### src/core/odlc_pkg.sv
// Overview of operation
// Lock pin follows PLL lock when select top clear
// Test select resets to lock indication
// Codes 100-111 route xtal or halved clocks
// Prescaler divides by 5 through 11
// Output dividers span 1 to 1023
// Host writes driver control registers to configure
// Bit 0 picks strap or register mode
// Mode 000 is CMOS, both pins driving
// Modes 001/010/011 tristate negative/positive/both
// 100 LVDS, 101 LVPECL, both pins driving
// Strap 000..011 decode to per-output modes
// Strap 100..111 decode to per-output modes
// Strapped CMOS complementary pin copies true pin
// Bit 2 sets CMOS polarity
// Bit 7 sets weak or strong drive for CMOS and LVDS only
// Bit 6 powers the driver down
// Outputs static during VCO calibration
// Unused modes tristate both pins
package odlc_pkg;
  // ==========================================================
  // Register map
  localparam logic [7:0] ADDR_LOCK_SEL  = 8'h17;
  localparam logic [7:0] ADDR_DRV1_CTRL = 8'h32;
  localparam logic [7:0] ADDR_DRV2_CTRL = 8'h34;
  localparam logic [7:0] RST_LOCK_SEL   = 8'h00;
  localparam logic [7:0] RST_DRV_CTRL   = 8'h00;
  localparam logic [7:0] RDATA_UNMAPPED = 8'h00;

  // ==========================================================
  // Field positions
  localparam int SEL_LSB   = 1;
  localparam int SEL_MSB   = 3;
  localparam int CTL_SRC   = 0;
  localparam int CTL_POL   = 2;
  localparam int MODE_LSB  = 3;
  localparam int MODE_MSB  = 5;
  localparam int CTL_PD    = 6;
  localparam int CTL_DRIVE = 7;

  // ==========================================================
  // Lock pin sources
  localparam logic [2:0] TP_XTAL = 3'h0_4;
  localparam logic [2:0] TP_PUMP = 3'h0_5;
  localparam logic [2:0] TP_REF  = 3'h0_6;
  localparam logic [2:0] TP_FB   = 3'h0_7;

  // ==========================================================
  // Driver modes
  localparam logic [2:0] MODE_CMOS_BOTH = 3'h0_0;
  localparam logic [2:0] MODE_CMOS_POS  = 3'h0_1;
  localparam logic [2:0] MODE_CMOS_NEG  = 3'h0_2;
  localparam logic [2:0] MODE_CMOS_OFF  = 3'h0_3;
  localparam logic [2:0] MODE_LVDS      = 3'h0_4;
  localparam logic [2:0] MODE_LVPECL    = 3'h0_5;

  typedef enum logic [1:0] {
    ODLC_FAM_CMOS   = 2'h0,
    ODLC_FAM_LVDS   = 2'h1,
    ODLC_FAM_LVPECL = 2'h3,
    ODLC_FAM_NONE   = 2'h2
  } odlc_family_t;

  // ==========================================================
  // Divider ranges
  localparam logic [3:0] PRESC_MIN = 4'h5;
  localparam logic [3:0] PRESC_MAX = 4'hb;
  localparam int         PX_W   = 10;
endpackage

### src/core/odlc_divider.sv
`timescale 1ns/1ps
`default_nettype none
module odlc_divider #(
  parameter int W = 10
) (
  input  wire logic         clk,
  input  wire logic         rst,
  input  wire logic         ce,
  input  wire logic         in_tick,
  input  wire logic [W-1:0] ratio,
  output logic              out_tick,
  output logic              out_level
);
  import odlc_pkg::*;

  logic [W-1:0] count_r;
  logic [W-1:0] count_nxt;
  logic [W-1:0] eff;
  logic         wrap;

  // Zero is treated as one so the output never stops
  assign eff  = (ratio == '0) ? W'(1) : ratio;
  assign wrap = (count_r >= eff - W'(1));
  assign count_nxt = wrap ? '0 : count_r + W'(1);

  always_ff @(posedge clk)
  begin
    if (rst)
    begin
      count_r   <= '0;
      out_tick  <= 1'b0;
      out_level <= 1'b0;
    end
    else if (ce)
    begin
      out_tick <= in_tick & wrap;
      if (in_tick)
      begin
        count_r   <= count_nxt;
        // Ratio one simply passes the input through
        out_level <= (eff == W'(1)) ? 1'b1 : (count_nxt < (eff >> 1));
      end
      else if (eff == W'(1))
        out_level <= 1'b0;
    end
  end
endmodule // odlc_divider
`default_nettype wire

### src/core/odlc_output_ctrl.sv
`timescale 1ns/1ps
`default_nettype none
module odlc_output_ctrl #(
  parameter int PX_WIDTH = odlc_pkg::PX_W
) (
  input  wire logic                 clk,
  input  wire logic                 rst,
  input  wire logic                 ce,
  input  wire logic                 reg_wr_en,
  input  wire logic                 reg_rd_en,
  input  wire logic [7:0]           reg_addr,
  input  wire logic [7:0]           reg_wdata,
  output logic [7:0]                reg_rdata,
  input  wire logic                 pll_locked,
  input  wire logic                 xtal_clk,
  input  wire logic                 phase_detector_pump_up_clk,
  input  wire logic                 phase_detector_ref_clk,
  input  wire logic                 phase_detector_fb_clk,
  output logic                      lock_pin,
  input  wire logic                 vco_tick,
  input  wire logic [3:0]           vco_prescaler_ratio,
  input  wire logic [PX_WIDTH-1:0]  first_output_divider_ratio,
  input  wire logic [PX_WIDTH-1:0]  second_output_divider_ratio,
  input  wire logic [2:0]           output_mode_strap_pins,
  input  wire logic                 vco_cal_active,
  output logic                      first_clock_output_p,
  output logic                      first_clock_output_p_oe,
  output logic                      first_clock_output_n,
  output logic                      first_clock_output_n_oe,
  output odlc_pkg::odlc_family_t    first_clock_output_family,
  output logic                      first_clock_output_strong,
  output logic                      second_clock_output_p,
  output logic                      second_clock_output_p_oe,
  output logic                      second_clock_output_n,
  output logic                      second_clock_output_n_oe,
  output odlc_pkg::odlc_family_t    second_clock_output_family,
  output logic                      second_clock_output_strong
);
  import odlc_pkg::*;

  // ==========================================================
  // Strap decoder, both outputs in one word
  function automatic logic [5:0] strap_decode(input logic [2:0] s);
    case (s)
      3'h0_0: strap_decode = {MODE_LVPECL, MODE_LVPECL};
      3'h0_1: strap_decode = {MODE_LVPECL, MODE_LVDS};
      3'h0_2: strap_decode = {MODE_LVDS, MODE_LVPECL};
      3'h0_3: strap_decode = {MODE_LVPECL, MODE_CMOS_POS};
      3'h0_4: strap_decode = {MODE_LVDS, MODE_LVDS};
      3'h0_5: strap_decode = {MODE_LVDS, MODE_CMOS_POS};
      3'h0_6: strap_decode = {MODE_CMOS_POS, MODE_LVDS};
      default: strap_decode = {MODE_CMOS_POS, MODE_CMOS_POS};
    endcase
  endfunction

  // ==========================================================
  // Registers
  logic [7:0]       lock_sel_r;
  logic [1:0][7:0]  drv_ctrl_r;

  always_ff @(posedge clk)
  begin
    if (rst)
    begin
      lock_sel_r <= RST_LOCK_SEL;
      drv_ctrl_r <= {RST_DRV_CTRL, RST_DRV_CTRL};
    end
    else if (ce && reg_wr_en)
    begin

      if (reg_addr == ADDR_LOCK_SEL)
        lock_sel_r <= reg_wdata;
      else if (reg_addr == ADDR_DRV1_CTRL)
        drv_ctrl_r[0] <= reg_wdata;
      else if (reg_addr == ADDR_DRV2_CTRL)
        drv_ctrl_r[1] <= reg_wdata;
    end
  end

  always_ff @(posedge clk)
  begin
    if (rst)
      reg_rdata <= RDATA_UNMAPPED;
    else if (ce && reg_rd_en)
    begin
      if (reg_addr == ADDR_LOCK_SEL)
        reg_rdata <= lock_sel_r;
      else if (reg_addr == ADDR_DRV1_CTRL)
        reg_rdata <= drv_ctrl_r[0];
      else if (reg_addr == ADDR_DRV2_CTRL)
        reg_rdata <= drv_ctrl_r[1];
      else
        reg_rdata <= RDATA_UNMAPPED;
    end
  end

  // ==========================================================
  // Lock pin and test port
  logic [2:0] sel;
  logic [2:0] tp_prev_r;
  logic [2:0] tp_half_r;
  logic [2:0] tp_now;

  assign sel    = lock_sel_r[SEL_MSB:SEL_LSB];
  assign tp_now = {phase_detector_fb_clk,
                   phase_detector_ref_clk,
                   phase_detector_pump_up_clk};

  // Halving on rising edges keeps the pin under half the clk rate
  always_ff @(posedge clk)
  begin
    if (rst)
    begin
      tp_prev_r <= '0;
      tp_half_r <= '0;
    end
    else if (ce)
    begin
      tp_prev_r <= tp_now;
      tp_half_r <= tp_half_r ^ (tp_now & ~tp_prev_r);
    end
  end

  always_ff @(posedge clk)
  begin
    if (rst)
      lock_pin <= 1'b0;
    else if (ce)
    begin
      if (!sel[2])
        lock_pin <= pll_locked;
      else if (sel == TP_XTAL)
        lock_pin <= xtal_clk;
      else if (sel == TP_PUMP)
        lock_pin <= tp_half_r[0];
      else if (sel == TP_REF)
        lock_pin <= tp_half_r[1];
      else
        lock_pin <= tp_half_r[2];
    end
  end

  // ==========================================================
  // Prescaler and output dividers
  logic [3:0]              presc_ratio;
  logic                    presc_tick;
  logic [1:0]              out_level;
  logic [1:0][PX_WIDTH-1:0] px_ratio;

  always_comb
  begin
    if (vco_prescaler_ratio < PRESC_MIN)
      presc_ratio = PRESC_MIN;
    else if (vco_prescaler_ratio > PRESC_MAX)
      presc_ratio = PRESC_MAX;
    else
      presc_ratio = vco_prescaler_ratio;
  end

  odlc_divider #(.W(4)) u_prescaler (
    .clk       (clk),
    .rst       (rst),
    .ce        (ce),
    .in_tick   (vco_tick),
    .ratio     (presc_ratio),
    .out_tick  (presc_tick),
    .out_level ()
  );

  assign px_ratio = {second_output_divider_ratio, first_output_divider_ratio};

  // ==========================================================
  // Output drivers
  logic [5:0]         strap_modes;
  logic [1:0][2:0]    mode;
  logic [1:0]         pin_p_nxt;
  logic [1:0]         pin_n_nxt;
  logic [1:0]         oe_p_nxt;
  logic [1:0]         oe_n_nxt;
  odlc_family_t [1:0] fam_nxt;
  logic [1:0]         pin_p_r;
  logic [1:0]         pin_n_r;
  logic [1:0]         oe_p_r;
  logic [1:0]         oe_n_r;
  odlc_family_t [1:0] fam_r;
  logic [1:0]         strong_r;

  assign strap_modes = strap_decode(output_mode_strap_pins);

  genvar g;
  generate
    for (g = 0; g < 2; g++)
    begin : g_drv
      logic [7:0] c;
      logic       t;
      assign c = drv_ctrl_r[g];

      odlc_divider #(.W(PX_WIDTH)) u_px (
        .clk       (clk),
        .rst       (rst),
        .ce        (ce),
        .in_tick   (presc_tick),
        .ratio     (px_ratio[g]),
        .out_tick  (),
        .out_level (out_level[g])
      );

      always_comb
      begin
        if (c[CTL_SRC])
          mode[g] = c[MODE_MSB:MODE_LSB];
        else
          mode[g] = strap_modes[3*(1-g) +: 3];
      end

      // Static level while calibrating
      assign t = vco_cal_active ? 1'b0 : out_level[g];

      always_comb
      begin
        pin_p_nxt[g] = t;
        pin_n_nxt[g] = ~t;
        oe_p_nxt[g]  = 1'b1;
        oe_n_nxt[g]  = 1'b1;
        fam_nxt[g]   = ODLC_FAM_CMOS;
        case (mode[g])
          MODE_CMOS_BOTH, MODE_CMOS_POS, MODE_CMOS_NEG, MODE_CMOS_OFF:
          begin
            // Both CMOS pins carry the same phase
            pin_p_nxt[g] = t ^ c[CTL_POL];
            pin_n_nxt[g] = t ^ c[CTL_POL];
            oe_p_nxt[g]  = !mode[g][1];
            oe_n_nxt[g]  = !mode[g][0];
          end
          MODE_LVDS:
            fam_nxt[g] = ODLC_FAM_LVDS;
          MODE_LVPECL:
            fam_nxt[g] = ODLC_FAM_LVPECL;
          default:
          begin
            fam_nxt[g]  = ODLC_FAM_NONE;
            oe_p_nxt[g] = 1'b0;
            oe_n_nxt[g] = 1'b0;
          end
        endcase
        if (c[CTL_PD])
        begin
          oe_p_nxt[g] = 1'b0;
          oe_n_nxt[g] = 1'b0;
        end
      end

      always_ff @(posedge clk)
      begin
        if (rst)
        begin
          pin_p_r[g]  <= 1'b0;
          pin_n_r[g]  <= 1'b0;
          oe_p_r[g]   <= 1'b0;
          oe_n_r[g]   <= 1'b0;
          fam_r[g]    <= ODLC_FAM_NONE;
          strong_r[g] <= 1'b0;
        end
        else if (ce)
        begin
          pin_p_r[g]  <= pin_p_nxt[g];
          pin_n_r[g]  <= pin_n_nxt[g];
          oe_p_r[g]   <= oe_p_nxt[g];
          oe_n_r[g]   <= oe_n_nxt[g];
          fam_r[g]    <= fam_nxt[g];
          // Only CMOS and LVDS have a strength choice
          strong_r[g] <= c[CTL_DRIVE] &&
                         (fam_nxt[g] == ODLC_FAM_CMOS ||
                          fam_nxt[g] == ODLC_FAM_LVDS);
        end
      end
    end
  endgenerate

  assign first_clock_output_p       = pin_p_r[0];
  assign first_clock_output_p_oe    = oe_p_r[0];
  assign first_clock_output_n       = pin_n_r[0];
  assign first_clock_output_n_oe    = oe_n_r[0];
  assign first_clock_output_family  = fam_r[0];
  assign first_clock_output_strong  = strong_r[0];
  assign second_clock_output_p      = pin_p_r[1];
  assign second_clock_output_p_oe   = oe_p_r[1];
  assign second_clock_output_n      = pin_n_r[1];
  assign second_clock_output_n_oe   = oe_n_r[1];
  assign second_clock_output_family = fam_r[1];
  assign second_clock_output_strong = strong_r[1];
endmodule // odlc_output_ctrl
`default_nettype wire

### config.mk
export PLATFORM = sky130hd
export DESIGN_NAME = odlc_output_ctrl
export DESIGN_NICKNAME = d
export VERILOG_FILES = /design/src/core/odlc_pkg.sv /design/src/core/odlc_divider.sv /design/src/core/odlc_output_ctrl.sv
export SDC_FILE = /design/constraint.sdc
export NUM_CORES = 1
export LEC_CHECK = 0
export CAP_MARGIN = 20
export CORE_MARGIN = 5
export CORE_UTILIZATION = 60
export DETAILED_ROUTE_END_ITERATION = 12
export DONT_BUFFER_PORTS = 1
export GPL_TIMING_DRIVEN = 1
export PLACE_DENSITY = 0.76
export SYNTH_ARGS = -nofsm -noshare
export SYNTH_HDL_FRONTEND = slang
export SYNTH_SLANG_ARGS = --single-unit
### constraint.sdc
create_clock -name clk -period 7.8 [get_ports clk]
set_input_delay 0.78 -clock clk [delete_from_list [all_inputs] [get_ports clk]]
set_output_delay 0.78 -clock clk [all_outputs]
set_load 0.05 [all_outputs]
==> summary.md, run 1 <==
| Metric | Value |
|---|---|
| Detailed Routing Iterations Pass 1 | `4` |
| Worst-Margin Slew | `0.833 ns` |
| CP most frequent cell | `ha_1` |
| Metal3 WL | `1130 um` |
| Met2 WL | `6070 um` |
| Post-route insts no fill | `736` |
| IO Pins | `78` |
| Gate Count Post-Synth | `643` |
| RSZ-0062 raised after global routing | `no` |
| Post-layout min period | `5.28 ns` |
| Total Die Area | `10500 um2` |
| Chip height | `103 um` |
| Share of cells above drive strength 1 | `0.0412` |
| Place WS | `2.18 ns` |
| DP HPWL | `9700 um` |
| Number of gates resized after CTS | `0` |
| Hold Path Class | `reg -> reg` |
| Leakage dissipation | `2.19 nW` |
| Post-synth top area cell | `dfxtp_1` |
| Yosys reg bits | `80` |
| Multi-input gate area | `3280 um2` |
| Total Routing Usage GR | `0.254` |
| Synth area leaders | `dfxtp_1, ha_1, a21oi_1` |
| Pwr Total | `851 uW` |
| Antenna violations before repair | `0` |
| Slowest stage delay, CP | `0.61 ns` |
| First-pass GRT wire length | `21200 um` |
| Final instance area | `5340 um2` |
| CTS Root Cell | `clkbuf_8` |
| Status | `finished clean` |
| Clock-pin transition on the worst setup and hold timing paths | `0.09 ns` |
| Worst path cell trace | `or4_1, nor4b_2, a21o_1, inv_1, ha_1, nand2_1, nor2_1, xnor2_1, ha_1, nand3_1, o41a_1, a21boi_1, or2_2, nor2_1, ha_1, a21o_1, a211oi_1, o21ai_0, nand2_1, o311ai_0, o2bb2ai_1` |
| Pwr dens | `159 nW/um2` |
| P&R area growth vs syn | `3.85%` |
| Post-synth top area share | `0.312` |
| Worst-path fanout max | `11` |
| FF+latch area | `1600 um2` |
| Startpoint types | `input port` |
| Wl on met1 | `5320 um` |
| R2R depth | `15` |
| Vias in the first global route | `4419` |
| Placed Area | `5160 um2` |
| Mapped cell area | `5140 um2` |
| Max H-tree Level | `3` |
| Setup Fix Bufs, Post-CTS | `0` |
| Largest net degree at the start of global routing | `72` |
| DRT Wirelength | `12800 um` |
| Total core area | `8300 um2` |
| TritonCTS Buffers | `9` |
| Post-synthesis sequential area ratio | `0.312` |
| Top Metal Used | `met4` |
| Stages on the worst setup path | `21` |
| Async SR Flop Fraction | `0` |
| Warnings from Yosys | `0` |
| Post-synth EDFFs | `0` |
| Number of nets in the layout | `729` |
| Placed cells | `720` |
| WP data required | `8.10 ns` |
| Tightest hold margin | `0.467 ns` |
| CP Capture Type | `register` |
| # rows | `33` |
| GPL Wtd Cong | `0.956` |
| Max_slew headroom | `0.444` |
| Worst-skew pair later-pin latency | `0.36 ns` |
| N_diodes | `0` |
| Crit Path Class | `in -> reg` |
| Clock Sinks | `80` |
| Core Util, Final | `0.643` |
| Syn nets | `746` |
| Crit path DAT | `5.58 ns` |
| # DRC | `0` |
| Routed vias | `4555` |
| FMAX | `0.189 GHz` |
| Die X | `103 um` |
| Remaining Overflow, GRT | `0` |
| CTS Hold Buffers Added | `0` |
| # setup viols final | `0` |
| Final Worst Setup Slack | `2.52 ns` |
| CP max-delay cell | `a21boi_1` |
| Via density | `6.19` |
| Fin. Hold Viols | `0` |
| DR iter-0 viols | `257` |
| Initial Util | `0.619` |
| Buf/Inv on CP | `1` |
| Max-cap violations | `0` |
| Max clock buf depth | `2` |
| Final setup TNS | `0 ns` |
| Final slew viol count | `0` |
| Worst Hold Depth | `2` |
| Yosys cell types | `56` |
| Final Skew | `0.00967 ns` |
| Final Cycle Share | `0.677` |
| Fillers | `729` |
| Avg Cell Area, Syn | `8.00 um2` |
| Delay-heaviest family, CP | `compound AO/OA/AOI/OAI gates` |
| Ys flop type | `dfxtp_1` |
| Port Buf Inserts | `0` |
| CTS tree | `built` |
| Post-route ant nets | `0` |
| Maximum VDD drop | `0.138 mV` |
| WL/cell | `17.4 um` |
==> cells by family (layout without fill, tap and decap cells) <==
kind of cell | count (synthesis) | in the layout | share of synthesized area
simple gates | 234 | 234 | 0.218
compound gates | 152 | 152 | 0.187
flops | 80 | 80 | 0.312
buf+inv | 67 | 55 | 0.0504
fa+ha+maj | 48 | 48 | 0.117
xor+xnor | 31 | 31 | 0.0528
mux | 31 | 31 | 0.0630
==> Yosys cell counts (all sizes together) (2+ instances only) <==
| master | count |
|---|---|
| o31ai | 8 |
| clkbuf | 17 |
| a22oi | 4 |
| nand3b | 4 |
| o32ai | 3 |
| nor4 | 4 |
| or4 | 5 |
| a21oi | 61 |
| clkinv | 2 |
| and2 | 4 |
| xor2 | 6 |
| o2111ai | 2 |
| nand3 | 24 |
| mux2i | 29 |
| inv | 37 |
| a211oi | 8 |
| nor2 | 75 |
| or3 | 11 |
| nor3 | 13 |
| o311ai | 2 |
| o21a | 4 |
| a31oi | 2 |
| nor4b | 2 |
| nand2 | 61 |
| buf | 11 |
| nand4b | 2 |
| nor2b | 5 |
| a21o | 7 |
| nor3b | 2 |
| ha | 48 |
| xnor2 | 25 |
| a211o | 7 |
| dfxtp | 80 |
| or2 | 5 |
| nand2b | 10 |
| a221oi | 7 |
| and4 | 2 |
| o21ai | 26 |
| nand4 | 4 |
==> worst reg2reg max path, cell delays in order, from the launching register on <==
cell and delay (ns):
dfxtp_1 0.43, inv_1 0.11, ha_1 0.29, nand2b_1 0.10, a21oi_1 0.08, o41a_1 0.37, a21boi_1 0.61, or2_2 0.35
nor2_1 0.09, ha_1 0.32, a21o_1 0.16, a211oi_1 0.20, o21ai_0 0.11, nand2_1 0.09, o311ai_0 0.15, o2bb2ai_1 0.17
==> sequential cells by signal, indices dropped and copies added, names as in the netlist, 2 cells and up <==
register and cells:
lock_sel_r 8, g_drv.c 16, second_clock_output_family 2, g_drv.u_px.out_level 2, tp_half_r 3, tp_prev_r 3
first_clock_output_family 2, reg_rdata 8, u_prescaler.count_r 4, g_drv.u_px.count_r 20
==> worst paths after layout <==
check        slack (ns)                 endpoint                           from
min reg2reg        0.47             reg_rdata[1]                  g_drv[1].c[1]
max                2.52  g_drv[0].u_px.out_level  first_output_divider_ratio[6]
max reg2reg        4.09  g_drv[0].u_px.out_level       g_drv[0].u_px.count_r[0]
min                0.47             reg_rdata[1]                  g_drv[1].c[1]
==> per-layer routing <==
metal,track usage,up-vias
met5,0,-
met4,0.110,0
met3,0.0602,26
met2,0.409,154
met1,0.326,2116
li1,-,2259
==> power breakdown <==
group / switching (mW) / internal [mW] / total (mW)
clock network: 0.163 / 0.119 / 0.282
registers: 0.0403 / 0.423 / 0.463
logic: 0.0572 / 0.0486 / 0.106
total: 0.261 / 0.590 / 0.851
==> cells in the final DEF, fill, tap and decap left out, drive strengths merged, types with 5 or more instances in the layout <==
cell type	Yosys	final
xor2	6	6
ha	48	48
o21ai	26	26
a211oi	8	8
a21o	7	7
nor2b	5	5
or3	11	11
nor2	75	75
a211o	7	7
nand3	24	24
inv	37	40
a221oi	7	7
nor3	13	13
nand2b	10	10
a21oi	61	61
nand2	61	61
mux2i	29	29
o31ai	8	8
dfxtp	80	80
clkbuf	17	9
xnor2	25	25
or4	5	5
or2	5	5
==> cell type report <==
| cell class | instances | area share |
|---|---|---|
| Multi-Input combinational cell | 496 | 0.614 |
| Tap cell | 105 | 0.0246 |
| Inverter | 39 | 0.0274 |
| Clock buffer | 9 | 0.0232 |
| Clock inverter | 7 | 0.0103 |
| Sequential cell | 80 | 0.300 |
Note: power is estimated with default switching activity, not from simulation.
==> run 2: changes to the inputs <==
- CORE_UTILIZATION: 60 -> 58
- clock period: 7.8 -> 4.3 ns (I/O delays scaled with it)
==> run 2 against run 1 <==
Critical path depth is the same; via count grew 0.35%; die area grew 3.1%; sequential share of layout area shrank 0.65 points; critical path type unchanged; combinational power grew 85%; worst setup slack lost 2.3 ns; final cell count grew 1.5%.
==> summary.md, run 2 (synthesis gave the netlist of run 1 again) <==
| Metric | Value |
|---|---|
| Status | `finished clean` |
| Clock Sinks | `80 (unchanged)` |
| Commonest non-fill, non-tap cell in the layout | `dfxtp_1` |
| Final Cycle Share | `0.948` |
| DP HPWL | `9650 um (-0.48%)` |
| Routed vias | `4571 (+0.35%)` |
| Buf/Inv on CP | `1 (unchanged)` |
| R2R depth | `15 (unchanged)` |
| Remaining Overflow, GRT | `0 (unchanged)` |
| CTS Root Cell | `clkbuf_8` |
| Worst-path fanout max | `11 (unchanged)` |
| CP Capture Type | `register` |
| Pwr dens | `294 nW/um2 (+84%)` |
| Final Skew | `0.00899 ns (-0.000680 ns)` |
| N_diodes | `0 (unchanged)` |
| Initial Util | `0.592 (-0.0271)` |
| Critical path launch point | `first_output_divider_ratio[6]` |
| Clock-pin transition on the worst setup and hold timing paths | `0.09 ns (about the same)` |
| Core Util, Final | `0.629 (-0.0144)` |
| # DRC | `0 (unchanged)` |
| CTS Hold Buffers Added | `0 (unchanged)` |
| Maximum VDD drop | `0.251 mV (+81%)` |
| Via density | `6.12 (-1.1%)` |
| Post-route ant nets | `0 (unchanged)` |
| Crit path DAT | `4.36 ns (-1.22 ns)` |
| Fillers | `770 (+5.6%)` |
| Vias in the first global route | `4464 (+1.0%)` |
| # rows | `34 (+3.0%)` |
| Leakage dissipation | `2.24 nW (+2.5%)` |
| # setup viols final | `0 (unchanged)` |
| R2r endpoint | `g_drv[0].u_px.out_level` |
| Number of gates resized after CTS | `0 (unchanged)` |
| Internal power | `1.13 mW (+92%)` |
| P&R area growth vs syn | `6.16%` |
| TritonCTS Buffers | `9 (unchanged)` |
| IO Pins | `78 (unchanged)` |
| Logic pwr share | `0.122 (-0.002)` |
| DR iter-0 viols | `168 (-35%)` |
| Max FFs per register | `20 (unchanged)` |
| Fin. Hold Viols | `0 (unchanged)` |
| Tightest hold margin | `0.164 ns (-0.304 ns)` |
| Placed cells | `731 (+1.5%)` |
| Reg2reg start | `g_drv[0].u_px.count_r[0]` |
| Stages on the worst setup path | `21 (unchanged)` |
| Largest net degree at the start of global routing | `72 (unchanged)` |
| Worst-Margin Slew | `0.770 ns (-0.0621 ns)` |
| Switching Share | `0.294 (-0.0126)` |
| Total Routing Usage GR | `0.231 (-0.0230)` |
| Most frequent cells in the layout | `dfxtp_1, nor2_1, a21oi_1` |
| FMAX | `0.245 GHz` |
| Clock power share | `0.353 (+0.022)` |
| Worst path cell trace | `or4_4, nor4b_4, a21o_1, inv_1, ha_2, nand2_2, nor2_1, xnor2_1, ha_1, nand3_1, o41a_1, a21boi_4, or2_4, nor2_1, ha_1, a21o_1, a211oi_1, o21ai_1, nand2_1, o311ai_0, o2bb2ai_1` |
| Max H-tree Level | `3 (unchanged)` |
| Slowest stage delay, CP | `0.56 ns (-0.05 ns)` |
| Post-layout min period | `4.08 ns` |
| Total core area | `8680 um2 (+4.6%)` |
| Detailed Routing Iterations Pass 1 | `5 (+1)` |
| Top reg by flops | `g_drv.u_px.count_r` |
| Port Buf Inserts | `0 (unchanged)` |
| Crit Path Class | `in -> reg` |
| Worst-skew pair later-pin latency | `0.35 ns (about the same)` |
| Post-route insts no fill | `747 (+1.5%)` |
| Place WS | `-0.129 ns (-2.31 ns)` |
| Final slew viol count | `0 (unchanged)` |
| Total Die Area | `10800 um2 (+3.1%)` |
| CTS tree | `built` |
| RSZ-0062 raised after global routing | `no` |
| Final Worst Setup Slack | `0.224 ns (-2.29 ns)` |
| Delay-heaviest family, CP | `compound AO/OA/AOI/OAI gates` |
| Max_slew headroom | `0.485 (+0.0415)` |
| GPL Wtd Cong | `0.927 (-3.0%)` |
| Max clock buf depth | `2 (unchanged)` |
| Chip height | `104 um (+1.5%)` |
| Die X | `104 um (+1.5%)` |
| CP max-delay cell | `or4_4` |
| Startpoint types | `input port` |
| Antenna violations before repair | `0 (unchanged)` |
| Number of nets in the layout | `737 (+1.1%)` |
| Pwr Total | `1.60 mW (+88%)` |
| Max-cap violations | `0 (unchanged)` |
| WP data required | `4.59 ns (-3.51 ns)` |
| DRT Wirelength | `12600 um (-1.5%)` |
| Hold Path Class | `in -> reg` |
| Share of cells above drive strength 1 | `0.0595 (+0.0183)` |
| Sequential Power Share | `0.524 (-0.020)` |
| Sw power | `471 uW (+81%)` |
| Internal reg-to-reg setup slack | `1.23 ns (-2.86 ns)` |
| First-pass GRT wire length | `21000 um (-0.78%)` |
| CP Capture Point | `g_drv[0].u_px.out_level` |
| WL/cell | `16.9 um (-3.0%)` |
| Setup Fix Bufs, Post-CTS | `0 (unchanged)` |
run 2: cell types whose count changed in the layout (fill, tap and decap cells not counted), sizes merged:
cell and change:
buf +8, bufinv +1, clkinv -1, clkinvlp +1, inv -1
run 2: through the flow:
stage / area (um2) / TNS, ns
2_1_floorplan: 5180 / 0
3_3_place_gp: 5260 / 0
3_5_place_dp: 5260 / -0.129
4_1_cts: 5460 / 0
5_1_grt: 5460 / 0
6_report: 5460 / 0
run 2: worst min-delay path by stage:
stage                  start  slack [ns]  cells past startpoint                  endpoint
6_report                  ce        0.16                      1      first_clock_output_p
5_1_grt                  rst        0.13                      1      first_clock_output_n
4_1_cts                  rst        0.13                      1  g_drv[1].u_px.count_r[0]
3_5_place_dp   g_drv[1].c[1]        0.45                      2              reg_rdata[1]
3_3_place_gp   g_drv[1].c[1]        0.44                      2              reg_rdata[1]
2_1_floorplan  g_drv[1].c[1]        0.43                      2              reg_rdata[1]
run 2: layer usage:
layer,wire (um),up-vias,GRT usage
met2,6030,160,0.385
met1,5260,2121,0.280
met3,1070,24,0.0726
met5,0,-,0
li1,-,2266,-
met4,265,0,0.0823
run 2: power groups by stage:
stage / Combinational, mW / Clock (mW) / Sequential (mW)
floorplan: 0.171 / 0 / 0.847
global placement: 0.187 / 0 / 0.857
detailed placement: 0.195 / 0 / 0.858
CTS: 0.197 / 0.580 / 0.841
global route: 0.226 / 0.616 / 0.844
finish: 0.196 / 0.567 / 0.840
run 2: area by class of cell:
cell class,count,area (um2),area share
well taps,108,135,0.0248
inverters,39,146,0.0268
clock inverters,7,78.8,0.0144
multi-input cells,496,3310,0.607
clock buffers,9,124,0.0227
flip-flops and latches,80,1600,0.293
repair buffers,8,60.1,0.0110
